### src/design/cmc_pkg.sv
// Shared constants, register map and carrier types of the CAN mode-control block.
package cmc_pkg;

    // Register indices; the byte address on the bus is four times the index.
    localparam logic [5:0] IDX_CTL0 = 6'h00;
    localparam logic [5:0] IDX_CTL1 = 6'h01;
    localparam logic [5:0] IDX_BTR0 = 6'h02;
    localparam logic [5:0] IDX_BTR1 = 6'h03;
    localparam logic [5:0] IDX_IDAC = 6'h04;
    localparam logic [5:0] IDX_ERRCNT = 6'h05;
    localparam logic [5:0] IDX_STATUS = 6'h06;
    localparam logic [5:0] IDX_ACC_BASE = 6'h08;
    localparam logic [5:0] IDX_ACC_LAST = 6'h17;
    localparam int ACC_COUNT = 16;

    // Field positions in can_control_one.
    localparam int CTL1_ENABLE = 7;
    localparam int CTL1_CLOCK_SOURCE_SELECT = 6;
    localparam int CTL1_LOOP = 5;
    localparam int CTL1_LISTEN = 4;
    localparam int CTL1_WAKEFLT = 2;
    localparam int CTL1_SLPACK = 1;
    localparam int CTL1_INITACK = 0;

    // Field positions in can_control_zero.
    localparam int CTL0_WAKEEN = 2;
    localparam int CTL0_SLPREQ = 1;
    localparam int CTL0_INITREQ = 0;

    // Reset values: the block leaves reset in initialization mode.
    localparam logic INITREQ_RST = 1'b1;
    localparam logic INITACK_RST = 1'b1;
    localparam logic [7:0] REG8_RST = 8'h00;

    // Bus resynchronization after leaving initialization.
    localparam logic [3:0] RESYNC_BITS = 4'hB;
    localparam logic [6:0] BUSOFF_SEQ_LAST = 7'h7F;

    // Wake-up filter time; a least time, so the cycle count rounds up.
    localparam int CLK_PERIOD_NS = 25;
    localparam int WAKE_FILTER_NS = 2000;
    localparam int WAKE_FILTER_CYC = (WAKE_FILTER_NS + CLK_PERIOD_NS - 1) / CLK_PERIOD_NS;
    localparam logic [7:0] WAKE_CNT_LAST = 8'(WAKE_FILTER_CYC - 1);

    localparam logic [1:0] RESP_OKAY = 2'h0;
    localparam logic [1:0] RESP_SLVERR = 2'h2;

    typedef struct packed {
        logic awvalid;
        logic [7:0] awaddr;
        logic wvalid;
        logic [31:0] wdata;
        logic [3:0] wstrb;
        logic bready;
        logic arvalid;
        logic [7:0] araddr;
        logic rready;
    } cmc_axil_req_t;

    typedef struct packed {
        logic awready;
        logic wready;
        logic bvalid;
        logic [1:0] bresp;
        logic arready;
        logic rvalid;
        logic [31:0] rdata;
        logic [1:0] rresp;
    } cmc_axil_rsp_t;

    typedef struct packed {
        logic rxBusy;
        logic txPending;
        logic busOff;
        logic bitTick;
        logic txBit;
        logic errLoad;
        logic [7:0] tecIn;
        logic [7:0] recIn;
        logic txDone;
        logic rxDone;
    } cmc_engine_in_t;

    typedef struct packed {
        logic moduleEnable;
        logic clockSourceSelect;
        logic rxBit;
        logic ackIgnore;
        logic txAllowed;
        logic ackErrAllowed;
        logic busSynced;
        logic txEvent;
        logic rxEvent;
        logic [7:0] bitTiming0;
        logic [7:0] bitTiming1;
        logic [7:0] acceptCtl;
    } cmc_engine_out_t;

endpackage

### src/design/cmc_mode_control.sv
// Mode-control registers of the CAN controller with an AXI4-Lite register slave.
// How it works
// [RQ1] Bit 7 enables the CAN module when 1, disables when 0.
// [RQ2] Enable bit is write-once in normal mode; freely rewritable in special mode.
// [RQ3] Register always readable; writes land only while init request and acknowledge are set.
// [RQ4] Bit 6 picks the module clock: oscillator at 0, bus clock at 1.
// [RQ5] Loopback feeds transmit bits to the receiver; receive pin ignored, transmit pin recessive.
// [RQ6] Loopback transmits normally and ignores the acknowledge slot sample.
// [RQ7] Loopback still raises transmit and receive events as in normal operation.
// [RQ8] Listen-only receives matching frames but never drives acknowledge or error frames.
// [RQ9] Listen-only freezes both error counters.
// [RQ10] Listen-only forbids transmitting frames.
// [RQ11] Wake enabled with filter bit 0: any dominant level wakes the block.
// [RQ12] Wake enabled with filter bit 1: only dominant pulses of the filter time wake.
// [RQ13] Read-only bit 1 acknowledges sleep; sleep active when request and acknowledge set.
// [RQ14] With wake enabled, bus activity in sleep clears the sleep acknowledge.
// [RQ15] Read-only bit 0 acknowledges init; init active when request and acknowledge set.
// [RQ16] Control, timing and acceptance registers are write-protected outside initialization.
// [RQ17] After init exit, resync on 11 recessive bits, or 128 such runs if bus-off.
// [RQ18] Sleep is granted only with no reception running and no transmit pending.
// [RQ19] Clearing the init request before its acknowledge is ignored.
// [RQ20] Bit 3 reads zero and ignores writes.
//
// Local design decisions: the AXI4-Lite register port and the placing of the registers.
module cmc_mode_control (
    // Clock and reset
    input wire logic clk,
    input wire logic srst,
    // Register bus
    input wire cmc_pkg::cmc_axil_req_t axilReq,
    output cmc_pkg::cmc_axil_rsp_t axilRsp,
    // System mode
    input wire logic specialMode,
    // CAN pins
    input wire logic busReceivePin,
    output logic busTransmitPin,
    // Frame engine
    input wire cmc_pkg::cmc_engine_in_t engIn,
    output cmc_pkg::cmc_engine_out_t engOut
);

    // Bus channels, registers and pin stages share one record, so one clocked
    // process owns every flop of the block outside the wake filter.
    typedef struct packed {
        cmc_pkg::cmc_axil_rsp_t rsp;
        logic awHeld;
        logic wHeld;
        logic [5:0] wIdx;
        logic [7:0] wData;
        logic wLane0;
        logic initReq;
        logic initAck;
        logic sleepReq;
        logic sleepAck;
        logic wakeEnable;
        logic enableLocked;
        logic [7:0] ctl1;
        logic [cmc_pkg::ACC_COUNT-1:0][7:0] accept;
        logic [7:0] tec;
        logic [7:0] rec;
        logic rxSync1;
        logic rxSync2;
        logic txPin;
        logic resyncing;
        logic [3:0] recBitCnt;
        logic [6:0] seqCnt;
        cmc_pkg::cmc_engine_out_t eng;
    } cmc_state_t;

    cmc_state_t st_ff;
    cmc_state_t nxt_st;
    logic wakePulse;
    logic initActive;
    logic sleepActive;
    logic [7:0] ctl1Read;

    // A mode counts only while its request and its acknowledge are both set.
    assign initActive = st_ff.initReq & st_ff.initAck; // [RQ15]
    assign sleepActive = st_ff.sleepReq & st_ff.sleepAck; // [RQ13]
    assign ctl1Read = {st_ff.ctl1[7:4], 1'b0, st_ff.ctl1[cmc_pkg::CTL1_WAKEFLT],
                       st_ff.sleepAck, st_ff.initAck}; // [RQ20]

    // The filter only runs while sleep is active and wake-up is enabled.
    cmc_wake_filter u_wake (
        .clk(clk),
        .srst(srst),
        .armed(sleepActive & st_ff.wakeEnable),
        .filterOn(st_ff.ctl1[cmc_pkg::CTL1_WAKEFLT]),
        .rxLevel(st_ff.rxSync2),
        .wakePulse(wakePulse)
    );

    // Status bits come from engine inputs on this clock, so they need no synchronizer;
    // they are still registered on their way into the read data.
    function automatic logic [31:0] readReg(input logic [5:0] idx, input cmc_state_t s,
                                            input logic [7:0] c1);
        logic [31:0] v;
        v = 32'h0000_0000;
        if (idx >= cmc_pkg::IDX_ACC_BASE && idx <= cmc_pkg::IDX_ACC_LAST) begin
            v[7:0] = s.accept[4'(idx - cmc_pkg::IDX_ACC_BASE)];
        end else begin
            case (idx)
                cmc_pkg::IDX_CTL0: v[2:0] = {s.wakeEnable, s.sleepReq, s.initReq};
                cmc_pkg::IDX_CTL1: v[7:0] = c1; // [RQ3]
                cmc_pkg::IDX_BTR0: v[7:0] = s.eng.bitTiming0;
                cmc_pkg::IDX_BTR1: v[7:0] = s.eng.bitTiming1;
                cmc_pkg::IDX_IDAC: v[7:0] = s.eng.acceptCtl;
                cmc_pkg::IDX_ERRCNT: v[15:0] = {s.rec, s.tec};
                cmc_pkg::IDX_STATUS: v[3:0] = {s.eng.busSynced, engIn.busOff,
                                               engIn.txPending, engIn.rxBusy};
                default: v = 32'h0000_0000;
            endcase
        end
        return v;
    endfunction

    // Unmapped indices answer with an error response and read as zero.
    function automatic logic isMapped(input logic [5:0] idx);
        return (idx <= cmc_pkg::IDX_STATUS) ||
               (idx >= cmc_pkg::IDX_ACC_BASE && idx <= cmc_pkg::IDX_ACC_LAST);
    endfunction

    always_comb begin
        nxt_st = st_ff;

        // Pin synchronizer; only the second stage is read by logic.
        nxt_st.rxSync1 = busReceivePin;
        nxt_st.rxSync2 = st_ff.rxSync1;

        // Write address and data channels, taken in either order.
        if (axilReq.awvalid && st_ff.rsp.awready) begin
            nxt_st.awHeld = 1'b1;
            nxt_st.wIdx = axilReq.awaddr[7:2];
        end
        if (axilReq.wvalid && st_ff.rsp.wready) begin
            nxt_st.wHeld = 1'b1;
            nxt_st.wData = axilReq.wdata[7:0];
            nxt_st.wLane0 = axilReq.wstrb[0];
        end
        if (st_ff.rsp.bvalid && axilReq.bready) begin
            nxt_st.rsp.bvalid = 1'b0;
        end

        // Sleep handshake; the hardware set wins over a software clear.
        if (st_ff.sleepReq && !st_ff.sleepAck && !initActive &&
            !engIn.rxBusy && !engIn.txPending) begin
            nxt_st.sleepAck = 1'b1; // [RQ18]
        end
        // Dropping the request returns the block to running at once.
        if (!st_ff.sleepReq) begin
            nxt_st.sleepAck = 1'b0;
        end

        // A write lands one cycle after both halves are held, together with its response.
        // Only byte lane 0 carries register bits; without it the write is answered and dropped.
        if (st_ff.awHeld && st_ff.wHeld && !st_ff.rsp.bvalid) begin
            nxt_st.awHeld = 1'b0;
            nxt_st.wHeld = 1'b0;
            nxt_st.rsp.bvalid = 1'b1;
            nxt_st.rsp.bresp = isMapped(st_ff.wIdx) ? cmc_pkg::RESP_OKAY
                                                    : cmc_pkg::RESP_SLVERR;
            if (st_ff.wLane0) begin
                // The request bits stay writable outside initialization, or software
                // could never leave it.
                if (st_ff.wIdx == cmc_pkg::IDX_CTL0) begin
                    nxt_st.wakeEnable = st_ff.wData[cmc_pkg::CTL0_WAKEEN];
                    if (st_ff.wData[cmc_pkg::CTL0_INITREQ] || st_ff.initAck) begin
                        nxt_st.initReq = st_ff.wData[cmc_pkg::CTL0_INITREQ]; // [RQ19]
                    end
                    if (st_ff.wData[cmc_pkg::CTL0_SLPREQ] || st_ff.sleepAck) begin
                        nxt_st.sleepReq = st_ff.wData[cmc_pkg::CTL0_SLPREQ];
                    end
                end else if (initActive) begin // [RQ3] [RQ16]
                    // Protected registers drop a late write silently but still answer OKAY.
                    if (st_ff.wIdx >= cmc_pkg::IDX_ACC_BASE &&
                        st_ff.wIdx <= cmc_pkg::IDX_ACC_LAST) begin
                        nxt_st.accept[4'(st_ff.wIdx - cmc_pkg::IDX_ACC_BASE)] = st_ff.wData;
                    end
                    case (st_ff.wIdx)
                        cmc_pkg::IDX_CTL1: begin
                            nxt_st.ctl1[6:4] = st_ff.wData[6:4];
                            nxt_st.ctl1[cmc_pkg::CTL1_WAKEFLT] =
                                st_ff.wData[cmc_pkg::CTL1_WAKEFLT];
                            // Locking the enable after its first write keeps stray code
                            // from switching the controller off later.
                            if (specialMode || !st_ff.enableLocked) begin
                                nxt_st.ctl1[cmc_pkg::CTL1_ENABLE] =
                                    st_ff.wData[cmc_pkg::CTL1_ENABLE]; // [RQ2]
                                nxt_st.enableLocked = !specialMode; // [RQ2]
                            end
                        end
                        cmc_pkg::IDX_BTR0: nxt_st.eng.bitTiming0 = st_ff.wData;
                        cmc_pkg::IDX_BTR1: nxt_st.eng.bitTiming1 = st_ff.wData;
                        cmc_pkg::IDX_IDAC: nxt_st.eng.acceptCtl = st_ff.wData;
                        default: nxt_st.wIdx = st_ff.wIdx;
                    endcase
                end
            end
        end
        // Address and data stay blocked until the response has been taken.
        nxt_st.rsp.awready = !nxt_st.awHeld && !nxt_st.rsp.bvalid;
        nxt_st.rsp.wready = !nxt_st.wHeld && !nxt_st.rsp.bvalid;

        // Read channel: one access at a time, answered on the next cycle.
        if (st_ff.rsp.rvalid && axilReq.rready) begin
            nxt_st.rsp.rvalid = 1'b0;
        end
        if (axilReq.arvalid && st_ff.rsp.arready) begin
            nxt_st.rsp.rvalid = 1'b1;
            nxt_st.rsp.rdata = readReg(axilReq.araddr[7:2], st_ff, ctl1Read); // [RQ3]
            nxt_st.rsp.rresp = isMapped(axilReq.araddr[7:2]) ? cmc_pkg::RESP_OKAY
                                                             : cmc_pkg::RESP_SLVERR;
        end
        nxt_st.rsp.arready = !nxt_st.rsp.rvalid;

        // Bus activity in sleep ends sleep; the block drops its own request too.
        if (wakePulse) begin
            nxt_st.sleepAck = 1'b0; // [RQ14]
            nxt_st.sleepReq = 1'b0;
        end

        // The init acknowledge trails its request by one cycle; entering
        // initialization also ends any sleep.
        nxt_st.initAck = st_ff.initReq; // [RQ15]
        if (st_ff.initReq) begin
            nxt_st.sleepAck = 1'b0;
        end

        // Leaving initialization starts a fresh count; a dominant bit restarts the run,
        // and bus-off recovery needs every run before the block is back on the bus.
        if (st_ff.initReq) begin
            nxt_st.eng.busSynced = 1'b0;
            nxt_st.resyncing = 1'b0;
        end else if (st_ff.initAck) begin
            nxt_st.resyncing = 1'b1; // [RQ17]
            nxt_st.recBitCnt = 4'h0;
            nxt_st.seqCnt = 7'h00;
        end else if (st_ff.resyncing && engIn.bitTick) begin
            if (!st_ff.eng.rxBit) begin
                nxt_st.recBitCnt = 4'h0;
            end else if (st_ff.recBitCnt == cmc_pkg::RESYNC_BITS - 4'h1) begin
                nxt_st.recBitCnt = 4'h0;
                if (!engIn.busOff || st_ff.seqCnt == cmc_pkg::BUSOFF_SEQ_LAST) begin
                    nxt_st.resyncing = 1'b0; // [RQ17]
                    nxt_st.eng.busSynced = 1'b1;
                end else begin
                    nxt_st.seqCnt = st_ff.seqCnt + 7'h01; // [RQ17]
                end
            end else begin
                nxt_st.recBitCnt = st_ff.recBitCnt + 4'h1;
            end
        end

        // Error counters hold still while only listening.
        if (engIn.errLoad && !st_ff.ctl1[cmc_pkg::CTL1_LISTEN]) begin
            nxt_st.tec = engIn.tecIn; // [RQ9]
            nxt_st.rec = engIn.recIn;
        end

        // Pin and engine steering.
        nxt_st.eng.moduleEnable = st_ff.ctl1[cmc_pkg::CTL1_ENABLE]; // [RQ1]
        nxt_st.eng.clockSourceSelect = st_ff.ctl1[cmc_pkg::CTL1_CLOCK_SOURCE_SELECT]; // [RQ4]
        nxt_st.eng.rxBit = st_ff.ctl1[cmc_pkg::CTL1_LOOP] ? engIn.txBit
                                                          : st_ff.rxSync2; // [RQ5]
        nxt_st.eng.ackIgnore = st_ff.ctl1[cmc_pkg::CTL1_LOOP]; // [RQ6]
        nxt_st.eng.txAllowed = st_ff.ctl1[cmc_pkg::CTL1_ENABLE] &&
                               !st_ff.ctl1[cmc_pkg::CTL1_LISTEN] && !st_ff.initReq &&
                               !sleepActive; // [RQ10]
        nxt_st.eng.ackErrAllowed = !st_ff.ctl1[cmc_pkg::CTL1_LISTEN]; // [RQ8]
        // Loopback changes nothing here: both events pass on in every mode.
        nxt_st.eng.txEvent = engIn.txDone; // [RQ7]
        nxt_st.eng.rxEvent = engIn.rxDone; // [RQ7]
        // Requesting initialization forces the pin recessive at once, mid-frame or not.
        nxt_st.txPin = (st_ff.ctl1[cmc_pkg::CTL1_LOOP] || st_ff.ctl1[cmc_pkg::CTL1_LISTEN] ||
                        st_ff.initReq || !st_ff.ctl1[cmc_pkg::CTL1_ENABLE] || sleepActive)
                       ? 1'b1 : engIn.txBit; // [RQ5] [RQ8] [RQ10]

        // Reset enters initialization with the pin recessive and the receive stages at
        // the idle bus level, so no false wake follows reset.
        if (srst) begin
            nxt_st = '0;
            nxt_st.initReq = cmc_pkg::INITREQ_RST;
            nxt_st.initAck = cmc_pkg::INITACK_RST;
            nxt_st.ctl1 = cmc_pkg::REG8_RST;
            nxt_st.txPin = 1'b1;
            nxt_st.rxSync1 = 1'b1;
            nxt_st.rxSync2 = 1'b1;
            nxt_st.rsp.awready = 1'b1;
            nxt_st.rsp.wready = 1'b1;
            nxt_st.rsp.arready = 1'b1;
            nxt_st.eng.ackErrAllowed = 1'b1;
        end
    end

    // The only clocked process of the block outside the wake filter.
    always_ff @(posedge clk) begin
        st_ff <= nxt_st;
    end

    // Every output is a field of the state register.
    assign axilRsp = st_ff.rsp;
    assign busTransmitPin = st_ff.txPin;
    assign engOut = st_ff.eng;

endmodule // cmc_mode_control

### src/design/cmc_wake_filter.sv
// Wake-up detector for sleep mode, with optional low-pass filtering of dominant pulses.
module cmc_wake_filter (
    // Clock and reset
    input wire logic clk,
    input wire logic srst,
    // Control
    input wire logic armed,
    input wire logic filterOn,
    input wire logic rxLevel,
    // Result
    output logic wakePulse
);

    typedef struct packed {
        logic [7:0] cnt;
        logic pulse;
    } cmc_wake_state_t;

    cmc_wake_state_t st_ff;
    cmc_wake_state_t nxt_st;

    always_comb begin
        nxt_st = st_ff;
        nxt_st.pulse = 1'b0;
        if (srst || !armed || rxLevel) begin
            nxt_st.cnt = 8'h00;
        end else if (!filterOn) begin
            nxt_st.pulse = 1'b1; // [RQ11]
        end else if (st_ff.cnt == cmc_pkg::WAKE_CNT_LAST) begin
            nxt_st.pulse = 1'b1; // [RQ12]
            nxt_st.cnt = 8'h00;
        end else begin
            nxt_st.cnt = st_ff.cnt + 8'h01; // [RQ12]
        end
    end

    always_ff @(posedge clk) begin
        st_ff <= nxt_st;
    end

    assign wakePulse = st_ff.pulse;

endmodule // cmc_wake_filter

### config.mk
export PLATFORM = sky130hd
export DESIGN_NAME = cmc_mode_control
export DESIGN_NICKNAME = d
export VERILOG_FILES = /design/src/design/cmc_pkg.sv /design/src/design/cmc_mode_control.sv /design/src/design/cmc_wake_filter.sv
export SDC_FILE = /design/constraint.sdc
export NUM_CORES = 1
export LEC_CHECK = 0
export BUFFER_PORTS_ARGS = -buffer_cell sky130_fd_sc_hd__clkbuf_2
export CAP_MARGIN = 15
export CORE_ASPECT_RATIO = 0.7
export CORE_MARGIN = 2
export CORE_UTILIZATION = 60
export CTS_CLUSTER_DIAMETER = 60
export DETAILED_ROUTE_END_ITERATION = 8
export PLACE_DENSITY = 0.91
export SETUP_SLACK_MARGIN = 0.2
export SLEW_MARGIN = 20
export SYNTH_ARGS = -nofsm -noshare
export SYNTH_HDL_FRONTEND = slang
export SYNTH_SLANG_ARGS = --single-unit
export TNS_END_PERCENT = 100
### constraint.sdc
create_clock -name clk -period 4.35 [get_ports clk]
set_input_delay 0.6525 -clock clk [delete_from_list [all_inputs] [get_ports clk]]
set_output_delay 0.6525 -clock clk [all_outputs]
set_load 0.02 [all_outputs]
==> After elaboration in Yosys (flattened, before gate mapping) <==
Cells that the tools add are included.
{ "op_classes": {"addsub": 5, "order_cmp": 9, "n_eq_ne": 15, "n_mux": 39, "bitwise": 7, "n_reduce_logical": 74} }
{ "op_table": {"columns": ["operator", "count"], "rows": [
  ["bitwise mux 128 bit", 1],
  ["two-way mux 8 bit", 7],
  ["two-way mux 35 bit", 1],
  ["AND reduction 5 bit", 7],
  ["binary-select mux 8 bit (select 4 bit)", 1],
  ["demux 8 bit (select 4 bit)", 1],
  ["two-way mux 6 bit", 5],
  ["== test 6 x 2 -> 1 bit, second input constant", 4],
  ["== test 6 x 3 -> 1 bit, second input constant", 4],
  ["two-way mux 12 bit", 2],
  ["logical AND 1 bit", 21],
  ["two-way mux 7 bit", 3],
  ["one-hot mux 3 bit (7 select lines)", 1],
  ["one-hot mux 4 bit (5 select lines)", 1],
  ["zero test 1 bit", 17],
  ["== test 6 x 1 -> 1 bit, second input constant", 2],
  ["greater-or-equal comparator 6 x 4 -> 1 bit, second input constant", 2],
  ["less-or-equal comparator 6 x 3 -> 1 bit, second input constant", 2],
  ["less-or-equal comparator 6 x 5 -> 1 bit, second input constant", 2],
  ["zero test 6 bit", 2],
  ["logical OR 1 bit", 12],
  ["AND reduction 4 bit", 3],
  ["< comparator 4 x 5 -> 1 bit, second input constant", 2],
  ["two-way mux 1 bit", 10],
  ["22 further kinds", 36]
]} }
{ "totals": {"regBits": 270, "inputBits": 85, "output_inout_bits": 75} }

==> Depth between registers and ports, before layout <==
{ "depth": {"ltp_word": 9, "ltp_mapped": 8, "mapped_depth_nobuf": 7} }

==> By module <==
From an unflattened synthesis, not the netlist that was laid out.
{ "unflattened": {"hier_cells": 1272, "hier_area_um2": 11489.8} }
{ "by_module_without_submodules": {"columns": ["module", "n_inst", "cells_per_inst", "area_per_inst_um2", "seq_area_each_um2"], "rows": [
  ["cmc_mode_control", 1, 1226, 11056.9, 4864.7],
  ["cmc_wake_filter", 1, 46, 432.9, 180.2]
]} }

==> Worst setup path after synthesis <==
No wires, ideal clock.
{ "synth_timing": {"kind": "input to register", "start": "in axilReq[6] (netlist bit)", "end": "reg st_ff, in the netlist axilRsp[5]", "setup_time_ps": 103, "arrival_ps": 1980, "t_required_ps": 4247, "slack_ps": 2266, "cell_stages": 6, "cell_sequence": "buf_6 -> or4_1 -> clkbuf_2 -> nor3_1 -> a211oi_1 -> a2111oi_2"} }
{ "synth_via": {"elab_chain_len": 4} }
{ "synth_lines": {"columns": ["item", "line", "text"], "rows": [
  ["from (decl)", "cmc_mode_control.sv:30", "input wire cmc_pkg::cmc_axil_req_t axilReq,"],
  ["subtractor 4 bit", "cmc_mode_control.sv:100", "v[7:0] = s.accept[4'(idx - cmc_pkg::IDX_ACC_BASE)];"],
  ["binary-select mux 8 bit (select 4 bit)", "cmc_mode_control.sv:100", null],
  ["two-way mux 8 bit (not written as such)", "cmc_mode_control.sv:100", null],
  ["two-way mux 8 bit *", "cmc_mode_control.sv:99", "if (idx >= cmc_pkg::IDX_ACC_BASE && idx <= cmc_pkg::IDX_ACC_LAST) begin"],
  ["to (signal assigned)", "cmc_mode_control.sv:297", "st_ff <= nxt_st;"],
  ["to (decl)", "cmc_mode_control.sv:70", "cmc_state_t st_ff;"]
]} }
Every way passes the cells marked *; elsewhere a longest branch is shown, timed or not. The select of a mux whose other input is x is not followed.
A chain may end at the register's enable or synchronous reset.

==> Final worst setup path <==
{ "layout_timing": {"start": "reg st_ff[205] (netlist bit)", "end": "reg st_ff[113] (netlist bit)"} }
{ "layout_via": {"elab_chain_len": 2} }
{ "layout_lines": {"columns": ["item", "line", "text"], "rows": [
  ["AND 1 bit", "cmc_mode_control.sv:78", "assign initActive = st_ff.initReq & st_ff.initAck;"],
  ["AND reduction 5 bit (no line)", null, null]
]} }
Every way passes these cells.

==> results.json <==
{
  "status": "finished clean",
  "antenna_left": 0,
  "fmax_ghz": 0.3360,
  "io_pins": 160,
  "tritoncts": "done",
  "mostFrequentLayoutCells": "dfxtp_1 (252), nor2_1 (197), mux2i_1 (194), clkbuf_2 (108), nand2_1 (103)",
  "num_antenna_cells": 0,
  "postCtsHoldBufs": 0,
  "finClkSkew_ns": 0.01551,
  "setup_tns_ns": 0,
  "criticalPathCategory": "flip-flop to flip-flop",
  "wl_per_cell_um": 20.34,
  "nFillCells": 1397,
  "r2r-end": "st_ff[113]",
  "report.final.slew_viol_count": 0,
  "crit_required_ns": 4.71,
  "hold_start": "busReceivePin",
  "clk_latency_ns": 0.52,
  "die-area_mm2": 0.02041,
  "end_kind": "flip-flop",
  "ys_async_sr_fraction_pct": 0,
  "synth-edff-count": 0,
  "routabilityCongestion": 0.9005,
  "cts-root-buf": "clkbuf_16",
  "setup_viol": 0,
  "syn_to_final_growth_pct": 6.463,
  "grt_pass1_vias": 8730,
  "fp-row-count": 42,
  "grt_max_degree": 131,
  "tightest_slew_ns": 1.200,
  "drt_iter0_markers": 1206,
  "die_h_um": 120.1,
  "worstHoldPathType": "input port to flip-flop",
  "power.density_mw_per_mm2": 378.9,
  "rsz0062_at_grt": "no",
  "r2r.worst_path.cells": 6,
  "whs_path_depth": 2,
  "clk_pin_slew_ns": 0.06,
  "vias": 9229,
  "viasPerCell": 6.240,
  "cp_max_fo": 15,
  "final-hold-violation-count": 0,
  "hold_end": "st_ff[47]",
  "drtPass1Iterations": 6,
  "worstPathArrival_ns": 3.34,
  "grt_use_total_pct": 29.15,
  "cts_buffers": 23,
  "layout_commonest_cell": "dfxtp_1",
  "yosysSeqAreaShare_pct": 43.65,
  "ff2ff_setup_slack_ns": 1.37,
  "reg2reg_from": "st_ff[205]",
  "synthCells": 1223,
  "layout_setup_ws_ns": 1.374,
  "multi_input_area_mm2": 0.005622,
  "coreArea_mm2": 0.01887,
  "grt_pass1_wl_um": 47150,
  "drive_gt1_share_pct": 15.76,
  "synth_area_mm2": 0.01156,
  "cts_max_level": 1,
  "ys_warn_count": 0,
  "hpwl_um": 20130,
  "fin_crit_ns": 2.976,
  "slew_headroom_pct": 19.89,
  "cap_violations": 0,
  "drt_wl_total_um": 30080,
  "grt_overflow_total": 0,
  "cts_max_path_buffers": 3,
  "start_util_pct": 61.27,
  "synth_cell_types": 72,
  "cts.repair.resized": 0,
  "power_mw": 4.662,
  "final_nets": 1315,
  "start_kind": "flip-flop",
  "period_share_pct": 68.41,
  "ir_drop_mv": 0.2791,
  "route.detailed.drc": 0,
  "clock_sinks": 252,
  "post-route-util_pct": 65.23,
  "portBuffers": 110,
  "antenna_found_initial": 0,
  "p_leak_nw": 4.882,
  "seq_area_mm2": 0.005045,
  "die_w_um": 169.9,
  "postSynthAreaPerCell_um2": 9.451,
  "ys_ff_latch": 252,
  "synth_ff_type": "dfxtp_1",
  "post-cts-setup-buffers": 0,
  "post-place-ws_ns": 1.609
}
==> how the worst max path moves through the flow <==
stage                     depth (start not counted)  slack, ns         end   startpoint
final                                             6       1.37  st_ff[113]   st_ff[205]
after global routing                              6       1.35  st_ff[113]  ctl1Read[0]
after CTS                                         6       1.49  st_ff[113]   st_ff[205]
after detailed placement                          6       1.61  st_ff[113]   st_ff[205]
after global placement                            5       1.66  axilRsp[9]   axilReq[3]
after floorplan                                   6       2.27  axilRsp[5]   axilReq[6]
==> report_power, final <==
part / internal (mW) / switching, mW / leakage, nW
Clock: 1.08 / 0.845 / 0.334
Combinational: 0.103 / 0.220 / 2.51
Sequential: 2.34 / 0.0739 / 2.04
Total: 3.52 / 1.14 / 4.88
==> flip-flops by register name (all words and copies together), names as in the netlist <==
register / count
u_wake.wakePulse: 1
st_ff: 179
u_wake.st_ff: 8
ctl1Read: 7
busTransmitPin: 1
axilRsp: 23
engOut: 33
==> layer usage <==
metal / global-route usage [%] / wire length [um]
met1: 40.93 / 12260
met4: 9.188 / 980
met3: 5.937 / 3592
met5: 0 / 0
met2: 45.41 / 13250
==> metrics by stage <==
| stage | cell area [um^2] | std cells | hold WS, ns |
|---|---|---|---|
| floorplan | 11620 | 1240 | 0.3895 |
| global placement | 11610 | 1443 | 0.3933 |
| detailed placement | 11610 | 1443 | 0.4016 |
| CTS | 12300 | 1479 | 0.3126 |
| global route | 12310 | 1479 | 0.3196 |
| finish | 12310 | 1479 | 0.3190 |
==> synth_stat cells, types with 6 or more instances <==
cell       count  share of area [%]
nor2_1       197                6.4
a211oi_1       9               0.58
nand3b_1       7               0.45
buf_4         80                5.2
nor2b_1       16               0.87
nor3_1         6               0.26
o21ai_0       24                1.0
nand2_1      103                3.3
dfxtp_1      252                 44
mux4_2        15                2.9
nor3_4        11                1.5
clkbuf_1      54                1.8
and2_1         7               0.38
buf_2         12               0.52
a21oi_1       67                2.9
nand2b_1       7               0.38
mux2i_1      194                 17
inv_1          9               0.29
o2111ai_1     11               0.83
a22oi_1       21                1.4
nand3_1       15               0.65
==> cells by family after synthesis <==
| family | count (synthesis) | synth area share [%] |
|---|---|---|
| other | 1 | 0.03244 |
| adders and majority gates | 4 | 0.4330 |
| muxes | 210 | 19.82 |
| xor gates and xnor gates | 7 | 0.5304 |
| buffers and inverters | 165 | 8.292 |
| AOI/OAI and AO/OA | 175 | 9.916 |
| and+or+nand+nor | 409 | 17.33 |
| DFF | 252 | 43.65 |
==> critical path: stages (launching register included) <==
cell and delay (ns):
dfxtp_1 0.66, and3_1 0.43, and4_1 0.26, buf_4 0.23, nor2b_1 0.88, mux2i_1 0.29, nor2_1 0.07
==> final cells by class <==
| class | count | share of cell area (%) |
|---|---|---|
| inverters | 10 | 0.3050 |
| clock inverters | 5 | 0.4779 |
| well taps | 242 | 2.461 |
| multi-input cells | 823 | 45.68 |
| clock buffers | 31 | 5.165 |
| repair buffers | 116 | 4.911 |
| flip-flops and latches | 252 | 41.00 |
Power figures use the tool's default switching activity.
